===== src/inc/cke_power_pkg.sv =====
/*
  constants, state codes and carrier structs for the clock-enable power-state block.
  assumes a single 125 MHz system clock; no registers reached by software.
*/
package cke_power_pkg;
  localparam int unsigned BANK_COUNT = 8;
  localparam int unsigned CLK_PERIOD_NS = 8;
  // write-leveling and first-write hold-off after self-refresh exit, in clocks
  localparam int unsigned SRX_WRITE_HOLD_NCK = 512;
  // exit delays in clocks, plain defaults
  localparam logic [9:0] EXIT_SELF_DELAY = 10'h080;
  localparam logic [9:0] EXIT_DLL_DELAY = 10'h200;
  localparam logic [9:0] EXIT_PD_DELAY = 10'h003;
  localparam logic [9:0] WRITE_HOLD_COUNT = 10'(SRX_WRITE_HOLD_NCK);
  localparam logic [9:0] COUNT_ZERO = 10'h000;
  localparam logic [9:0] COUNT_ONE = 10'h001;

  // command codes on {cs_n, ras_n, cas_n, we_n}
  localparam logic [3:0] CMD_NOP = 4'h7;
  localparam logic [3:0] CMD_REFRESH = 4'h1;
  localparam logic [3:0] CMD_PRECHARGE = 4'h2;
  localparam logic [3:0] CMD_ACTIVATE = 4'h3;
  localparam logic [3:0] CMD_WRITE = 4'h4;
  localparam logic [3:0] CMD_READ = 4'h5;
  localparam logic [3:0] CMD_MODE_SET = 4'h0;
  localparam logic [3:0] CMD_ZQ = 4'h6;
  localparam int unsigned CS_BIT = 3;

  typedef enum logic [5:0] {
    ST_IDLE = 6'h01,
    ST_ACTIVE = 6'h02,
    ST_ACTIVE_PD = 6'h04,
    ST_PRECHARGE_PD = 6'h08,
    ST_SELF_REFRESH = 6'h10,
    ST_EXITING = 6'h20
  } power_state_type;

  typedef struct packed {
    logic cs_n;
    logic ras_n;
    logic cas_n;
    logic we_n;
  } command_type;

  typedef struct packed {
    logic busy_burst;
    logic busy_refresh;
    logic busy_precharge;
    logic timing_pending;
  } activity_type;

  typedef struct packed {
    logic active_pd;
    logic precharge_pd;
    logic self_refresh;
    logic idle;
    logic refresh_enable;
    logic odt_enable;
    logic command_accept;
    logic illegal_sequence;
  } power_status_type;
endpackage


===== src/core/sdram_cke_power_state_control.sv =====
/*
  power-state control of the memory device, steered by the clock-enable pin.
  assumes the command pins are synchronous to sys_clk and that the far-end
  controller keeps its own ordering and timing duties.
*/
// Notes on behaviour
// - act on current and previous clock-enable samples
// - current state is state before edge
// - ignore commands while enable stays low
// - enable falls with open rows: active power-down
// - busy entry resolves by banks at completion
// - idle or refreshing entry: precharge power-down
// - no refresh in any power-down
// - self refresh only from idle with refresh
// - termination off in self refresh, no effect
// - idle needs banks closed, quiet, enable high
// - deselect behaves exactly like NOP
`timescale 1ns/100ps
`default_nettype none
module sdram_cke_power_state_control
  import cke_power_pkg::*;
(
  input wire logic sys_clk,
  input wire logic rst,
  input wire logic cke_pin,
  input wire command_type command,
  input wire logic [BANK_COUNT-1:0] bank_open,
  input wire activity_type activity,
  input wire logic odt_request,
  output power_status_type status,
  output logic read_allowed,
  output logic write_allowed,
  output power_state_type state
);
  logic cke_now;
  logic cke_prev;
  logic exit_busy;
  logic dll_busy;
  logic write_busy;
  logic load_exit;
  logic load_dll;
  logic load_write;
  logic [9:0] exit_value;
  logic pending_entry;
  power_state_type next_state;

  // nop or deselect both count as no new operation
  function automatic logic is_nop(input command_type c);
    return c.cs_n || ({c.cs_n, c.ras_n, c.cas_n, c.we_n} == CMD_NOP);
  endfunction

  function automatic logic is_refresh(input command_type c);
    return ({c.cs_n, c.ras_n, c.cas_n, c.we_n} == CMD_REFRESH);
  endfunction

  cke_edge_sampler sampler (
    .sys_clk(sys_clk),
    .rst(rst),
    .cke_pin(cke_pin),
    .cke_now(cke_now),
    .cke_prev(cke_prev)
  );

  exit_timer exit_t (
    .sys_clk(sys_clk),
    .rst(rst),
    .load(load_exit),
    .load_value(exit_value),
    .running(exit_busy)
  );

  exit_timer dll_t (
    .sys_clk(sys_clk),
    .rst(rst),
    .load(load_dll),
    .load_value(EXIT_DLL_DELAY),
    .running(dll_busy)
  );

  exit_timer write_t (
    .sys_clk(sys_clk),
    .rst(rst),
    .load(load_write),
    .load_value(WRITE_HOLD_COUNT),
    .running(write_busy)
  );

  logic any_open;
  logic busy_op;
  logic idle_now;
  logic falling;
  logic rising;
  logic stay_low;
  logic illegal;

  assign any_open = |bank_open;
  assign busy_op = activity.busy_burst | activity.busy_precharge;
  // idle: banks closed, no burst, enable high before this edge, timings met
  assign idle_now = !any_open && !activity.busy_burst && !activity.busy_precharge
    && !activity.busy_refresh && !activity.timing_pending && cke_prev
    && !exit_busy;
  // decide from current and previous enable samples
  assign falling = cke_prev && !cke_now;
  assign rising = !cke_prev && cke_now;
  assign stay_low = !cke_prev && !cke_now;

  // transition from the state held before this edge
  always_comb begin
    next_state = state;
    load_exit = 1'b0;
    load_dll = 1'b0;
    load_write = 1'b0;
    exit_value = EXIT_PD_DELAY;
    illegal = 1'b0;
    case (state)
      ST_IDLE, ST_ACTIVE: begin
        if (falling && is_refresh(command) && idle_now) begin
          next_state = ST_SELF_REFRESH;
        end else if (falling && is_nop(command)) begin
          if (any_open && !busy_op) begin
            next_state = ST_ACTIVE_PD;
          end else if (busy_op) begin
            next_state = ST_ACTIVE_PD;
          end else begin
            next_state = ST_PRECHARGE_PD;
          end
        end else if (falling) begin
          illegal = 1'b1;
        end else if (any_open || busy_op) begin
          next_state = ST_ACTIVE;
        end else begin
          next_state = ST_IDLE;
        end
      end
      ST_ACTIVE_PD, ST_PRECHARGE_PD: begin
        // command pins are not looked at while enable stays low
        if (stay_low) begin
          next_state = state;
        end else if (rising && is_nop(command)) begin
          next_state = ST_EXITING;
          load_exit = 1'b1;
          exit_value = EXIT_PD_DELAY;
        end else if (rising) begin
          illegal = 1'b1;
        end
      end
      ST_SELF_REFRESH: begin
        if (stay_low) begin
          next_state = state;
        end else if (rising && is_nop(command)) begin
          next_state = ST_EXITING;
          load_exit = 1'b1;
          exit_value = EXIT_SELF_DELAY;
          load_dll = 1'b1;
          load_write = 1'b1;
        end else if (rising) begin
          illegal = 1'b1;
        end
      end
      ST_EXITING: begin
        if (!exit_busy) begin
          next_state = any_open ? ST_ACTIVE : ST_IDLE;
        end
      end
      default: begin
        next_state = ST_IDLE;
      end
    endcase
  end

  always_ff @(posedge sys_clk) begin
    if (rst) begin
      state <= ST_IDLE;
    end else begin
      state <= next_state;
    end
  end

  // power-down entered mid operation resolves once that operation finishes
  always_ff @(posedge sys_clk) begin
    if (rst) begin
      pending_entry <= 1'b0;
    end else if ((state == ST_IDLE || state == ST_ACTIVE) && next_state == ST_ACTIVE_PD
        && busy_op) begin
      pending_entry <= 1'b1;
    end else if (state != ST_ACTIVE_PD) begin
      // held for the whole power-down so the resolved kind stays shown
      pending_entry <= 1'b0;
    end
  end

  power_state_type resolved_state;
  always_comb begin
    resolved_state = state;
    if (pending_entry && !busy_op && state == ST_ACTIVE_PD && !any_open) begin
      resolved_state = ST_PRECHARGE_PD;
    end
  end

  always_ff @(posedge sys_clk) begin
    if (rst) begin
      status <= '0;
    end else begin
      status.active_pd <= (next_state == ST_ACTIVE_PD) && !(resolved_state == ST_PRECHARGE_PD);
      status.precharge_pd <= (next_state == ST_PRECHARGE_PD)
        || (resolved_state == ST_PRECHARGE_PD && next_state == ST_ACTIVE_PD);
      status.self_refresh <= (next_state == ST_SELF_REFRESH);
      status.idle <= (next_state == ST_IDLE) && idle_now;
      // no internal refresh while powered down
      status.refresh_enable <= (next_state == ST_SELF_REFRESH);
      // termination off throughout self refresh; its request never steers state
      status.odt_enable <= odt_request && (next_state != ST_SELF_REFRESH)
        && !dll_busy;
      status.command_accept <= (next_state == ST_IDLE || next_state == ST_ACTIVE)
        && cke_now;
      status.illegal_sequence <= illegal;
    end
  end

  always_ff @(posedge sys_clk) begin
    if (rst) begin
      read_allowed <= 1'b0;
      write_allowed <= 1'b0;
    end else begin
      read_allowed <= (next_state == ST_IDLE || next_state == ST_ACTIVE) && !dll_busy;
      write_allowed <= (next_state == ST_IDLE || next_state == ST_ACTIVE)
        && !write_busy;
    end
  end
endmodule
`default_nettype wire


===== src/core/cke_edge_sampler.sv =====
/*
  samples the clock-enable pin through three flip-flops and reports the
  agreed level now and at the previous edge.
  assumes the pin is asynchronous to sys_clk.
*/
`timescale 1ns/100ps
`default_nettype none
module cke_edge_sampler
  import cke_power_pkg::*;
(
  input wire logic sys_clk,
  input wire logic rst,
  input wire logic cke_pin,
  output logic cke_now,
  output logic cke_prev
);
  logic sync_a;
  logic sync_b;
  logic sync_c;

  always_ff @(posedge sys_clk) begin
    if (rst) begin
      sync_a <= 1'b0;
      sync_b <= 1'b0;
      sync_c <= 1'b0;
    end else begin
      sync_a <= cke_pin;
      sync_b <= sync_a;
      sync_c <= sync_b;
    end
  end

  // level moves only once second and third stages agree
  always_ff @(posedge sys_clk) begin
    if (rst) begin
      cke_now <= 1'b0;
      cke_prev <= 1'b0;
    end else begin
      if (sync_b == sync_c) begin
        cke_now <= sync_c;
      end
      cke_prev <= cke_now;
    end
  end
endmodule
`default_nettype wire


===== src/core/exit_timer.sv =====
/*
  down counter for exit and hold-off delays.
  assumes load pulses come from the power-state logic on the same clock.
*/
`timescale 1ns/100ps
`default_nettype none
module exit_timer
  import cke_power_pkg::*;
(
  input wire logic sys_clk,
  input wire logic rst,
  input wire logic load,
  input wire logic [9:0] load_value,
  output logic running
);
  logic [9:0] count;

  always_ff @(posedge sys_clk) begin
    if (rst) begin
      count <= COUNT_ZERO;
    end else if (load) begin
      count <= load_value;
    end else if (count != COUNT_ZERO) begin
      count <= count - COUNT_ONE;
    end
  end

  assign running = (count != COUNT_ZERO);
endmodule
`default_nettype wire


===== config.mk =====
export PLATFORM = sky130hd
export DESIGN_NAME = sdram_cke_power_state_control
export DESIGN_NICKNAME = d
export VERILOG_FILES = /design/src/inc/cke_power_pkg.sv /design/src/core/sdram_cke_power_state_control.sv /design/src/core/cke_edge_sampler.sv /design/src/core/exit_timer.sv
export SDC_FILE = /design/constraint.sdc
export NUM_CORES = 1
export LEC_CHECK = 0
export BUFFER_PORTS_ARGS = -buffer_cell sky130_fd_sc_hd__buf_4
export CAP_MARGIN = 10
export CORE_MARGIN = 2
export CORE_UTILIZATION = 50
export CTS_CLUSTER_SIZE = 24
export DETAILED_ROUTE_END_ITERATION = 7
export GPL_ROUTABILITY_DRIVEN = 0
export PLACE_DENSITY = 0.71
export SETUP_SLACK_MARGIN = 0.3
export SLEW_MARGIN = 20
export SYNTH_ARGS = -nofsm -noshare
export SYNTH_HDL_FRONTEND = slang
export SYNTH_SLANG_ARGS = --single-unit

===== constraint.sdc =====
create_clock -name sys_clk -period 3.2 [get_ports sys_clk]
set_clock_uncertainty 0.05 [all_clocks]
set_input_delay 0.32 -clock sys_clk [delete_from_list [all_inputs] [get_ports sys_clk]]
set_output_delay 0.32 -clock sys_clk [all_outputs]
set_load 0.005 [all_outputs]

Word-level counts from Yosys, hierarchy flattened
Cells that the tools add are included.
{"block": "totals", "input_bits": 20, "out_inout_bits": 16, "reg_bits": 51, "word_cells": 131}
{"block": "op_classes", "n_reduce_logical": 55, "n_eq_ne": 17, "add_sub_neg": 3, "bitwise_logic": 1, "mux": 34}
{"cell": "10-bit 2-to-1 mux", "count": 6}
{"cell": "6-bit 2-to-1 mux", "count": 7}
{"cell": "10-bit nonzero test", "count": 3}
{"cell": "10-bit by 1-bit subtractor with 10-bit output (second input constant)", "count": 3}
{"cell": "1-bit logical AND", "count": 27}
{"cell": "8-bit 2-to-1 mux", "count": 3}
{"cell": "6-bit by 4-bit == test with 1-bit output (second input constant)", "count": 3}
{"cell": "6-bit case mux with 3 select lines", "count": 1}
{"cell": "6-bit by 1-bit == test with 1-bit output (second input constant)", "count": 2}
{"cell": "6-bit by 2-bit == test with 1-bit output (second input constant)", "count": 2}
{"cell": "6-bit by 3-bit == test with 1-bit output (second input constant)", "count": 2}
{"cell": "6-bit by 5-bit == test with 1-bit output (second input constant)", "count": 2}
{"cell": "1-bit zero test", "count": 12}
{"cell": "1-bit 2-to-1 mux", "count": 12}
{"cell": "4-bit 2-to-1 mux", "count": 2}
{"cell": "2-bit nonzero test", "count": 4}
{"cell": "8-bit OR reduction", "count": 1}
{"cell": "6-bit == test (second input constant)", "count": 1}
{"cell": "6-bit by 3-bit inequality test with 1-bit output (second input constant)", "count": 1}
{"cell": "6-bit by 5-bit inequality test with 1-bit output (second input constant)", "count": 1}
{"cell": "1-bit logical OR", "count": 5}
{"cell": "4-bit by 1-bit == test with 1-bit output (second input constant)", "count": 1}
{"cell": "4-bit by 3-bit == test with 1-bit output (second input constant)", "count": 1}
{"cell": "2-bit 2-to-1 mux", "count": 2}
{"cell": "5 further kinds", "count": 6}

Longest topological paths before layout
Gate-level depths: netlist of run 1.
{"block": "depth", "word_depth": 15, "depth_mapped": 8, "ltp_nobuf": 7}

Modules after synthesis
A second synthesis of run 1 with hierarchy kept.
{"block": "unflattened", "hier_cells": 322, "hier_area_um2": 2766.4}
{"mod": "exit_timer", "seq_area_each_um2": 200.2, "cells_per_inst": 68, "area_per_inst_um2": 569.3, "n_inst": 3}
{"mod": "sdram_cke_power_state_control", "seq_area_each_um2": 320.3, "cells_per_inst": 106, "area_per_inst_um2": 919.6, "n_inst": 1}
{"mod": "cke_edge_sampler", "seq_area_each_um2": 100.1, "cells_per_inst": 12, "area_per_inst_um2": 138.9, "n_inst": 1}

Least setup slack after synthesis of run 1
No wires, ideal clock.
{"block": "synth_path", "path_kind": "register to register", "start": "register exit_t.count[0]", "end": "register status[6] (netlist name)", "setup_ns": 0.088, "stages_incl_launch_ff": 9, "period_less_slack_ns": 2.314, "t_arrival_ns": 2.176, "t_required_ns": 3.062, "path_slack_ns": 0.886, "cell_sequence": "dfxtp_1 inv_1 ha_1 or3b_2 or4_4 buf_6 a221oi_4 nand3b_2 a311oi_2"}
{"block": "synth_between", "elab_chain_len": 9}
{"element": "start: declaration", "line_no": "exit_timer.sv:16", "source": "logic [9:0] count;"}
{"element": "start signal: assignment", "line_no": "exit_timer.sv:22", "source": "count <= load_value;"}
{"element": "start signal: assignment", "line_no": "exit_timer.sv:24", "source": "count <= count - COUNT_ONE;"}
{"element": "10-bit nonzero test *", "line_no": "exit_timer.sv:28", "source": "assign running = (count != COUNT_ZERO);"}
{"element": "1-bit zero test"}
{"element": "1-bit logical AND", "line_no": "sdram_cke_power_state_control.sv:101", "source": "&& !exit_busy;"}
{"element": "1-bit logical AND", "line_no": "sdram_cke_power_state_control.sv:117", "source": "if (falling && is_refresh(command) && idle_now) begin"}
{"element": "6-bit 2-to-1 mux", "line_no": "sdram_cke_power_state_control.sv:117"}
{"element": "6-bit case mux with 3 select lines *", "line_no": "sdram_cke_power_state_control.sv:115", "source": "case (state)"}
{"element": "6-bit by 3-bit == test with 1-bit output", "line_no": "sdram_cke_power_state_control.sv:206", "source": "|| (resolved_state == ST_PRECHARGE_PD && next_state == ST_ACTIVE_PD);"}
{"element": "1-bit logical AND", "line_no": "sdram_cke_power_state_control.sv:206"}
{"element": "1-bit logical OR *", "line_no": "sdram_cke_power_state_control.sv:206"}
{"element": "end: declaration", "line_no": "sdram_cke_power_state_control.sv:30", "source": "output power_status_type status,"}
Every way passes the cells marked *; elsewhere a longest branch is shown, timed or not.
A chain may end at the register's enable or synchronous reset.

Worst setup path after layout of run 1
{"block": "layout_path", "start": "register exit_t.count[0]", "end": "register read_allowed"}
{"block": "layout_between", "elab_chain_len": 9}
{"element": "10-bit nonzero test *", "line_no": "exit_timer.sv:28"}
{"element": "1-bit zero test"}
{"element": "1-bit logical AND", "line_no": "sdram_cke_power_state_control.sv:101"}
{"element": "1-bit logical AND", "line_no": "sdram_cke_power_state_control.sv:117"}
{"element": "6-bit 2-to-1 mux", "line_no": "sdram_cke_power_state_control.sv:117"}
{"element": "6-bit case mux with 3 select lines *", "line_no": "sdram_cke_power_state_control.sv:115"}
{"element": "6-bit by 1-bit == test with 1-bit output or 6-bit by 2-bit == test with 1-bit output (tied branches)", "line_no": "sdram_cke_power_state_control.sv:225", "source": "read_allowed <= (next_state == ST_IDLE || next_state == ST_ACTIVE) && !dll_busy;"}
{"element": "1-bit logical OR *", "line_no": "sdram_cke_power_state_control.sv:225"}
{"element": "1-bit logical AND *", "line_no": "sdram_cke_power_state_control.sv:225"}
{"element": "end signal: assignment", "line_no": "sdram_cke_power_state_control.sv:225"}
{"element": "end: declaration", "line_no": "sdram_cke_power_state_control.sv:31", "source": "output logic read_allowed,"}
Marked as above.

==> run summary, run 1 <==
The flow ran to the end, and the final reports show no timing, DRC or antenna violations. The post-place instance area is 0.00276 mm2. The worst setup slack before clock tree synthesis is 0.772 ns.

Clock tree synthesis selected as its root buffer the cell sky130_fd_sc_hd__clkbuf_8. The actual slew at the worst max-slew pin came out at 0.722 ns. During synthesis, Yosys emitted a total of 0 warnings.

The analysis attributes to cell leakage a power of 1.18 nW. The largest net degree at the start of global routing came out at 27. The H-tree was split into 2 levels.

The number of enable flip-flop cells after synthesis came out at 0. Dividing the detail-routed via count by the number of cells gives 5.49. The mean area per synthesized cell is 8.59 um2. The path class of the tightest hold or removal check is primary input to flop. The wire length per cell after detailed routing came out at 13.2 um. The flip-flop and latch count after synthesis is 51. Across the run, the number of max-cap violations was 0. The shortest period the worst path allows came out at 2.45 ns. The detailed-route wire length is 5.11 mm. The post-cts resize count is 0. The post-route clock period utilization is 76.4%. The die height is 74.0 um.

The HPWL after detailed placement is 3.72 mm. After clock tree synthesis, the clock-pin slew on the worst setup and hold paths is 0.09 ns. The most used flip-flop cell after synthesis is sky130_fd_sc_hd__dfxtp_1. The number of buffers inserted by post-CTS setup repair came out at 0. Summing the sequential cell areas from Yosys gives 41.7% of the chip area. Along the worst path, the maximum fanout reaches 9. The number of global-route vias before repair came to 1,885. The total power of the final layout came out at 2.55 mW. The die extent in x is 74.0 um. The least setup slack across all paths after layout is 0.754 ns.

The maximum clock frequency is 409 MHz. Cells with a size suffix above 1 make up 17.5% of the layout. The post-route antenna net violation count is 0.

The combined area of all synthesized cells is 0.00245 mm2. The clock reaches the later pin of the worst-skew pair after 0.30 ns. The total nets after synthesis is 309. In this run the register-to-register setup slack is 0.75 ns. Setup repair after global routing left no endpoint under its margin.

The worst setup path is captured at a flop. The core occupancy in the finished layout is 60.9%. For this configuration, the core starts out at a cell density of 51.8%. Counting flops with an async set or reset pin after synthesis yields a share of 0%.

36 I/O pins were placed. The pre-antenna-repair detailed-routing pass consisted of 4 iterations. The number of buffers on the longest clock path is 2. The relative slew slack came out at 51.4%. The worst setup path is of the flop to flop kind. The number of rows in the core area came out at 25.

The arrival time of data at the critical path endpoint is 2.60 ns. After routing the design area is 0.00288 mm2. The post-route worst hold slack came out at 0.187 ns. In the routed design, unresolved DRC markers number 0. The area growth from synthesis to final layout is 17.5%. The number of distinct standard cells referenced by the synthesized netlist came out at 53. For this design, the CTS-stage hold fixing added 0 buffers. The number of clock buffers inserted by TritonCTS came out at 5. The port buffer count is 35.

Clock tree synthesis found a total of 51 sinks. The endpoint required time on the critical path came out at 3.36 ns. The initial antenna violation count is 0. The number of instances in the synthesized netlist came out at 285. The number of slew-limit violations in the final report came out at 0. The setup TNS came out at 0 ns.

TritonCTS built the clock tree. STA classifies the critical path startpoint as a flop. The area of the placeable core is 0.00472 mm2.

By area the synthesized netlist is led by sky130_fd_sc_hd__dfxtp_1, sky130_fd_sc_hd__nor2_1, sky130_fd_sc_hd__xor2_1. The overall via count from detail_route is 2,125. In this run, the number of DRC markers left after iteration 0 of detailed routing was 91. The peak supply drop is 0.373 mV. The largest total area in the synthesized netlist belongs to sky130_fd_sc_hd__dfxtp_1.

Dividing total power by cell area gives a power density of 887 mW/mm2. The overall overflow remaining after global route is 0. After the flow finishes, the layout carries non-filler instances totaling 387. The first global-routing pass estimated 8.48 mm of wire. The die outline area is 0.00547 mm2. The number of endpoints failing setup at the final stage is 0. The antenna diode instance count came out at 0. Global routing used 19.8% of the available tracks. Counting tap cells, the placed design contains a total of 379 instances. In this run the biggest area consumer among cell types represents 41.7% of the synthesized area. The number of hold violations in the final report came to 0. The final layout contains 343 nets.
[critical path, cell delays in order, from the launching register on]
cell,delay [ns]
sky130_fd_sc_hd__dfxtp_1,0.35
sky130_fd_sc_hd__inv_1,0.06
sky130_fd_sc_hd__ha_1,0.25
sky130_fd_sc_hd__or3b_2,0.48
sky130_fd_sc_hd__or4_4,0.51
sky130_fd_sc_hd__o21ai_2,0.17
sky130_fd_sc_hd__nand4_1,0.19
sky130_fd_sc_hd__a211oi_1,0.27
[routing by layer]
metal / up-vias / GRT usage [%] / share of wire (%)
met1: 1000 / 27.2 / 49
met4: 0 / 6.46 / 0.88
met3: 5 / 5.01 / 3.9
met5: - / 0 / 0
met2: 32 / 30.6 / 46
li1: 1088 / - / -
[worst paths after layout]
kind	depth (start not counted)	start	endpoint
setup / recovery	7	exit_t.count[0]	read_allowed
hold / removal	2	cke_pin	sampler.sync_a
setup reg to reg	7	exit_t.count[0]	read_allowed
hold reg to reg	2	sampler.sync_c	sampler.cke_now
[cell usage after synthesis, drive strengths merged, types with 2 or more instances]
library cell / instances
nor3: 9
nor2: 41
nand2: 20
a31oi: 3
nand4: 4
nand3: 14
nor2b: 9
and3: 3
o21ai: 8
inv: 7
a211oi: 6
dfxtp: 51
and2: 2
ha: 4
o31ai: 2
nand2b: 6
clkbuf: 7
o41ai: 2
or3b: 2
a21oi: 15
xnor2: 7
o211ai: 2
nand3b: 3
buf: 3
xor2: 12
mux2: 2
or3: 3
nor4: 12
or4: 6
mux2i: 3
[sequential cells by signal, indices dropped and copies added, names as in the netlist]
name              cells
dll_t.count          10
sampler.sync_c        1
read_allowed          1
exit_t.count         10
sampler.sync_b        1
status                7
sampler.cke_now       1
write_allowed         1
sampler.sync_a        1
write_t.count        10
state                 6
pending_entry         1
sampler.cke_prev      1
[layout by cell type, fill, tap and decap left out, types with 5 or more instances in the layout]
master	instances
sky130_fd_sc_hd__nand2b_1	6
sky130_fd_sc_hd__buf_4	37
sky130_fd_sc_hd__dfxtp_1	51
sky130_fd_sc_hd__xor2_1	12
sky130_fd_sc_hd__a21oi_1	15
sky130_fd_sc_hd__nor3_1	9
sky130_fd_sc_hd__nand3_1	14
sky130_fd_sc_hd__a211oi_1	6
sky130_fd_sc_hd__nor2b_1	9
sky130_fd_sc_hd__or4_1	5
sky130_fd_sc_hd__nand2_1	20
sky130_fd_sc_hd__nor2_1	41
sky130_fd_sc_hd__o21ai_0	7
sky130_fd_sc_hd__xnor2_1	7
sky130_fd_sc_hd__clkbuf_8	6
sky130_fd_sc_hd__nor4_1	12
sky130_fd_sc_hd__inv_1	7
[area by class of cell]
cell class | count | area, um2
Timing Repair Buffer | 37 | 278
Fill cell | 419 | 1850
Multi-Input combinational cell | 217 | 1350
Inverter | 7 | 26.3
Clock inverter | 2 | 35.0
Tap cell | 67 | 83.8
Clock buffer | 6 | 82.6
Sequential cell | 51 | 1020
[kinds of logic (layout without fill, tap and decap cells)]
family,count (synthesis),count (layout),share of synthesized area [%]
simple gates,141,141,30.3
flops,51,51,41.7
compound gates,48,48,13.9
xor+xnor,19,19,6.80
buf+inv,17,52,3.12
mux,5,5,2.15
fa+ha+maj,4,4,2.05
[power by group]
part | internal, mW | switching [mW]
Combinational | 0.517 | 0.608
Clock | 0.253 | 0.204
Sequential | 0.805 | 0.162
Total | 1.58 | 0.974
Power figures use the tool's default switching activity.
==> run 2, diff against run 1 <==
--- a/config.mk
+++ b/config.mk
@@ -12,7 +12,7 @@
 export CTS_CLUSTER_SIZE = 24
 export DETAILED_ROUTE_END_ITERATION = 7
 export GPL_ROUTABILITY_DRIVEN = 0
-export PLACE_DENSITY = 0.71
+export PLACE_DENSITY = 0.74
 export SETUP_SLACK_MARGIN = 0.3
 export SLEW_MARGIN = 20
 export SYNTH_ARGS = -nofsm -noshare
==> constraint.sdc (replaced) <==
create_clock -name sys_clk -period 2 [get_ports sys_clk]
set_clock_uncertainty 0.05 [all_clocks]
set_input_delay 0.2 -clock sys_clk [delete_from_list [all_inputs] [get_ports sys_clk]]
set_output_delay 0.2 -clock sys_clk [all_outputs]
set_load 0.005 [all_outputs]
==> run 2 against run 1 <==
Compared with the run above:
- the flow now finishes with violations (negative setup slack)
- setup slack worse by 0.87 ns
- core utilization increased by 12 points
- sequential power increased by 65%
- wire length rose by 14%
- final cell count is 10% higher
- maximum frequency is 15% higher
- sequential share of layout area decreased by 5.5 points
- highest routed layer unchanged
==> run summary, run 2 (synthesis results as in run 1) <==
The clock latency at the later pin of the worst-skew pair came out at 0.30 ns (about the same). The final-layout fill cell count was 373 (-11%). The power density over the cells came out at 1470 mW/mm2 (+66%).

The net count of the finished layout came out at 382 (+11%). The starting density of the core came out at 51.8% (unchanged). The shortest period the worst path allows came to 2.12 ns (-0.327 ns). The TritonCTS sink count was 51 (unchanged). The arrival time of data at the critical path endpoint came out at 2.30 ns (-0.30 ns). The all-layer global routing usage was 22.7% (+2.9 points). The largest net degree at the start of global routing was 27 (unchanged). The number of clock buffers inserted by TritonCTS is 5 (unchanged).

The leakage power is 1.43 nW (+21%). The beginning of the critical path is exit_t.count[2]. The detailed-route wire length is 5.82 mm (+14%).

The root buffer cell is sky130_fd_sc_hd__clkbuf_8. The share of final-layout standard cells stronger than drive strength 1 came out at 41.2% (+24 points). The maximum clock frequency came out at 472 MHz (+15%). The antenna diode instance count came to 0 (unchanged). The library cells used most frequently in the layout, excluding fill and tap cells, are sky130_fd_sc_hd__buf_4, sky130_fd_sc_hd__nor2_1, sky130_fd_sc_hd__dfxtp_1. The first-pass detailed-route iteration total is 4 (unchanged). The total power of the final layout is 5.10 mW (+100%). The die extent in x came out at 74.0 um (unchanged). The max-cap check violation count came out at 0 (unchanged).

The initial antenna violation count was 0 (unchanged). The die outline area came out at 0.00547 mm2 (unchanged). The relative slew slack came out at 73.2% (+22 points). The number of remaining DRC errors is 0 (unchanged). The number of buffers on the longest clock path came out at 2 (unchanged). The wire length per cell after detailed routing was 13.7 um (+3.5%). The number of slew-limit violations in the final report was 0 (unchanged).

The maximum fanout encountered on the critical timing path came out at 3 (-6). Leaving out fill and tap cells, the most frequent cell in the layout is sky130_fd_sc_hd__buf_4. The path type of the worst setup path is flop to flop. The actual slew at the worst max-slew pin is 0.397 ns (-0.325 ns).

In this run the worst hold path is classified as primary input to flop. The number of hold violations in the final report is 0 (unchanged). The number of endpoints failing setup at the final stage is 13 (+13).

The checks that failed: negative setup slack. Setup repair after global routing could not meet its margin everywhere. The number of top-level pins is 36 (unchanged). The clock input transition at the sequential cells of the worst setup and hold paths is 0.09 ns (about the same). The detailed router's first-iteration violation count is 79 (-13%). The area growth from synthesis to final layout is 41.3%. The area of the placeable core came out at 0.00472 mm2 (unchanged). The startpoint identified for the worst hold timing path is cke_pin.

The number of H-tree branching levels is 2 (unchanged). The post-route clock period utilization came to 106% (+30 points). The startpoint class of the critical path is a flop. The number of global-route vias before repair came out at 2,204 (+17%).

The least setup slack across all paths after layout is -0.119 ns (-0.873 ns). The post-route antenna net violation count is 0 (unchanged). The run finished, with violations left. The die height came out at 74.0 um (unchanged). The critical register-to-register path startpoint is exit_t.count[2]. The via-per-instance ratio is 5.35 (-2.6%). In the final layout, the registers with the most flip-flops are dll_t.count (10), exit_t.count (10), write_t.count (10). The port buffer count is 35 (unchanged). STA classifies the critical path endpoint as a flop.

The flop-to-flop setup slack is -0.12 ns (-0.87 ns). The overall via count from detail_route came to 2,279 (+7.2%). The non-filler instance count after layout came out at 426 (+10%). The post-route worst hold slack is 0.0530 ns (-0.134 ns). The overall overflow remaining after global route is 0 (unchanged). The number of rows in the core area came out at 25 (unchanged). The first-pass GRT wire length came out at 9.77 mm (+15%). The HPWL reported at the end of detailed placement is 4.06 mm (+9.1%).

The endpoint required time on the critical path came out at 2.18 ns (-1.18 ns). The post-placement cell count came out at 410 (+8.2%). The peak supply drop was 0.838 mV (+120%). The core occupancy in the finished layout is 73.2% (+12 points). The CTS tree is yes.
==> run 2: changes by cell type in the layout (fill, tap and decap cells not counted), moves of 4 or more <==
| cell | delta |
|---|---|
| sky130_fd_sc_hd__nor3_1 | -4 |
| sky130_fd_sc_hd__inv_1 | -4 |
| sky130_fd_sc_hd__nand3_2 | +4 |
| sky130_fd_sc_hd__dfxtp_1 | -12 |
| sky130_fd_sc_hd__nor4_4 | +5 |
| sky130_fd_sc_hd__dfxtp_2 | +12 |
| sky130_fd_sc_hd__buf_6 | +4 |
| sky130_fd_sc_hd__nand3_1 | -4 |
| sky130_fd_sc_hd__nor4_1 | -6 |
| sky130_fd_sc_hd__buf_4 | +35 |
==> run 2: path summary, 6_finish.rpt <==
| kind | end | cells after the start |
|---|---|---|
| max | write_allowed | 5 |
| min | sampler.sync_a | 2 |
| max reg2reg | write_allowed | 5 |
| min reg2reg | sampler.sync_b | 1 |
==> run 2: final cells by class <==
cell class / count / area (um2) / area share (%)
sequential: 51 / 1040 / 30.0
clock buffer: 5 / 68.8 / 1.99
tap: 67 / 83.8 / 2.42
multi-input combinational: 217 / 1630 / 47.1
clock inverter: 3 / 26.3 / 0.760
timing repair buffer: 76 / 586 / 16.9
inverter: 7 / 28.8 / 0.832
==> run 2: per-layer routing <==
| layer | global-route usage, % | up-vias | share of wire, % |
|---|---|---|---|
| li1 | - | 1171 | - |
| met3 | 3.79 | 7 | 3.7 |
| met5 | 0 | - | 0 |
| met1 | 31.0 | 1061 | 47 |
| met4 | 5.86 | 0 | 0.91 |
| met2 | 37.6 | 40 | 48 |
==> run 2: where the power goes <==
group	internal (mW)	switching, mW
sequential	1.31	0.292
clock	0.258	0.357
combinational	1.52	1.37
total	3.08	2.02
==> run 2: timing repair <==
action / 4_1_cts / 5_1_grt
hold endpoints to repair: 0 / 0
endpoints found under the setup margin: 41 / 44
hold buffers: 0 / 0
setup buffers: 4 / 4
pin swaps: 6 / 7
resized for setup: 19 / 26
==> run 2: critical path: stages (launching register included) <==
cell and delay [ns]:
sky130_fd_sc_hd__dfxtp_2 0.33, sky130_fd_sc_hd__or4_4 0.54, sky130_fd_sc_hd__or4_4 0.54, sky130_fd_sc_hd__a221oi_4 0.28
sky130_fd_sc_hd__nand3b_4 0.12, sky130_fd_sc_hd__a211oi_2 0.19
==> run 2: per-stage QoR <==
stage               cell area, um2  setup TNS [ns]  setup WS [ns]
floorplan                     2580          -0.684         -0.197
global placement              3100          -0.377        -0.0993
detailed placement            3100          -0.672         -0.142
CTS                           3320          -0.467         -0.102
global route                  3460           -1.86         -0.213
finish                        3460          -0.708         -0.119
==> run 3, diff against run 2 <==
--- a/config.mk
+++ b/config.mk
@@ -9,11 +9,12 @@
 export CAP_MARGIN = 10
 export CORE_MARGIN = 2
 export CORE_UTILIZATION = 50
+export CTS_BUF_LIST = sky130_fd_sc_hd__clkbuf_4 sky130_fd_sc_hd__clkbuf_8
 export CTS_CLUSTER_SIZE = 24
 export DETAILED_ROUTE_END_ITERATION = 7
 export GPL_ROUTABILITY_DRIVEN = 0
 export PLACE_DENSITY = 0.74
-export SETUP_SLACK_MARGIN = 0.3
+export SETUP_SLACK_MARGIN = 0.1
 export SLEW_MARGIN = 20
 export SYNTH_ARGS = -nofsm -noshare
 export SYNTH_HDL_FRONTEND = slang
==> run 3 against run 2 <==
Compared with the run above:
- the flow still finishes with violations (negative setup slack)
- maximum frequency shrank 1.5%
- first-iteration DRC count grew 15%
- setup slack lost 0.033 ns
- non-clock buffer count shrank 1
- sequential power shrank 4%
- critical path depth is the same
==> run summary, run 3 (synthesis results as in run 1) <==
The number of slew-limit violations in the final report is 0 (unchanged). The signal on the critical path passes through or4_4, or4_4, a221oi_4, nand3b_4, a311oi_2. The number of H-tree branching levels is 2 (unchanged). The number of remaining DRC errors is 0 (unchanged). The category of the worst setup path capture point is a flop. The final-layout fill cell count is 377 (+1.1%). The all-layer global routing usage came out at 22.6% (-0.13 points). The maximum fanout encountered on the critical timing path came out at 3 (unchanged). Setup repair after global routing could not meet its margin everywhere. The number of top-level pins is 36 (unchanged). The maximum cell stage delay along the critical path came out at 0.54 ns (about the same). The post-route clock period utilization is 108% (+1.6 points). The leakage power is 1.39 nW (-2.9%). The number of rows in the core area is 25 (unchanged). TritonCTS built the clock tree. The power density over the cells came out at 1490 mW/mm2 (+0.85%). The run finished, with violations left. In this design, the critical path's most frequently occurring cell is sky130_fd_sc_hd__or4_4. The startpoint class of the critical path is a flop. The area of the placeable core came out at 0.00472 mm2 (unchanged). The starting density of the core is 51.8% (unchanged).

The area growth from synthesis to final layout came out at 35.2%. The critical path's top delay family is simple AND/OR/NAND/NOR gates. The overall via count from detail_route is 2,307 (+1.2%).

The endpoint required time on the critical path came out at 2.17 ns (about the same). The detailed-route wire length came out at 5.84 mm (+0.38%). The first-pass GRT wire length is 9.59 mm (-1.8%).

The relative slew slack came out at 70.6% (-2.6 points). For this design, the slowest cell found on the critical path is sky130_fd_sc_hd__or4_4. The wire length per cell after detailed routing is 13.7 um (+0.61%). The die extent in x came to 74.0 um (unchanged). The number of hold violations in the final report is 0 (unchanged). The via-per-instance ratio is 5.43 (+1.5%).

The port buffer count came out at 35 (unchanged). The tree is rooted in a sky130_fd_sc_hd__clkbuf_8. The clock input transition at the sequential cells of the worst setup and hold paths is 0.09 ns (about the same).

The number of clock buffers inserted by TritonCTS came to 5 (unchanged). The clock latency at the later pin of the worst-skew pair is 0.31 ns (about the same). The number of buffers and inverters on the critical path came out at 0 (unchanged).

The largest net degree at the start of global routing was 27 (unchanged). The detailed router's first-iteration violation count came to 91 (+15%). The maximum clock frequency is 465 MHz (-1.5%). The net count of the finished layout is 381 (-0.26%). The die height came out at 74.0 um (unchanged). The combined flip-flop and latch cell area came out at 0.00103 mm2 (-0.60%). The initial antenna violation count came out at 0 (unchanged). The post-route antenna net violation count came out at 0 (unchanged). The first-pass detailed-route iteration total came out at 4 (unchanged).

The top cell types in the final layout, fill and taps aside, are sky130_fd_sc_hd__buf_4, sky130_fd_sc_hd__dfxtp_1, sky130_fd_sc_hd__nor2_1. The overall overflow remaining after global route came out at 0 (unchanged). The HPWL reported at the end of detailed placement is 4.20 mm (+3.5%). The TritonCTS sink count is 51 (unchanged). The number of global-route vias before repair is 2,139 (-2.9%). The actual slew at the worst max-slew pin is 0.436 ns (+0.0386 ns).

The die outline area is 0.00547 mm2 (unchanged). The peak supply drop came to 0.918 mV (+9.5%). The antenna diode instance count came out at 0 (unchanged).

The number of buffers on the longest clock path was 2 (unchanged). The number of endpoints failing setup at the final stage is 11 (-2). The max-cap check violation count is 0 (unchanged). The library cell used most frequently in the layout, excluding fill and tap cells, is sky130_fd_sc_hd__buf_4. The final reports fail on negative setup slack. The total power of the final layout is 4.92 mW (-3.5%).

The shortest period the worst path allows came to 2.15 ns (+0.0327 ns). The multi-input combinational cell area is 0.00148 mm2 (-9.3%). In this run the worst hold path is classified as primary input to flop. The critical path in this run is classified as flop to flop. In the final layout, the registers with the most flip-flops are dll_t.count (10), exit_t.count (10), write_t.count (10). The share of final-layout standard cells stronger than drive strength 1 came out at 34.1% (-7.1 points). The setup TNS is -0.884 ns (-0.176 ns). The least setup slack across all paths after layout came out at -0.152 ns (-0.0327 ns). The arrival time of data at the critical path endpoint is 2.32 ns (+0.02 ns).
==> run 3: routing by layer <==
metal	share of wire, %	track usage, %
met2	49	38.9
met1	46	28.9
met4	0.93	6.67
met5	0	0
met3	3.6	4.34
==> run 3: through the flow <==
step                area, um2  setup slack (ns)  utilization [%]  cells  hold WS (ns)
global placement         3070           -0.0997             65.0    413         0.361
CTS                      3250            -0.154             68.7    422        0.0501
floorplan                2510            -0.197                -    285         0.226
finish                   3310            -0.152             70.1    425        0.0561
detailed placement       3070            -0.150             65.0    413         0.375
global route             3310            -0.218             70.1    425        0.0679
==> run 3: worst reg2reg max path, stage by stage (launching register included) <==
cell	delay, ns
sky130_fd_sc_hd__dfxtp_2	0.33
sky130_fd_sc_hd__or4_4	0.53
sky130_fd_sc_hd__or4_4	0.54
sky130_fd_sc_hd__a221oi_4	0.29
sky130_fd_sc_hd__nand3b_4	0.12
sky130_fd_sc_hd__a311oi_2	0.21
==> run 3: final timing paths <==
path	start	endpoint	slack (ns)	cells after the start
worst min-delay path	cke_pin	sampler.sync_a	0.06	2
worst min register to register	sampler.sync_a	sampler.sync_b	0.40	1
worst max register to register	exit_t.count[4]	status[6]	-0.15	5
worst max-delay path	exit_t.count[4]	status[6]	-0.15	5
==> run 3: repair_timing <==
action | in CTS | in global routing
pin swaps | 8 | 10
cloned | 0 | 0
endpoints found under the setup margin | 24 | 37
hold buffers | 0 | 0
resized for setup | 10 | 12
buffers inserted | 1 | 4
==> run 3: layout make-up <==
cell class | instances | area share, %
clock inverters | 2 | 1.17
repair buffers | 75 | 17.2
flip-flops and latches | 51 | 31.1
well taps | 67 | 2.53
clock buffers | 6 | 2.50
inverters | 7 | 0.794
multi-input cells | 217 | 44.7
==> run 3: power by group <==
part           internal [mW]  switching, mW
registers               1.30          0.243
logic                   1.36           1.25
clock network          0.412          0.357
total                   3.07           1.85
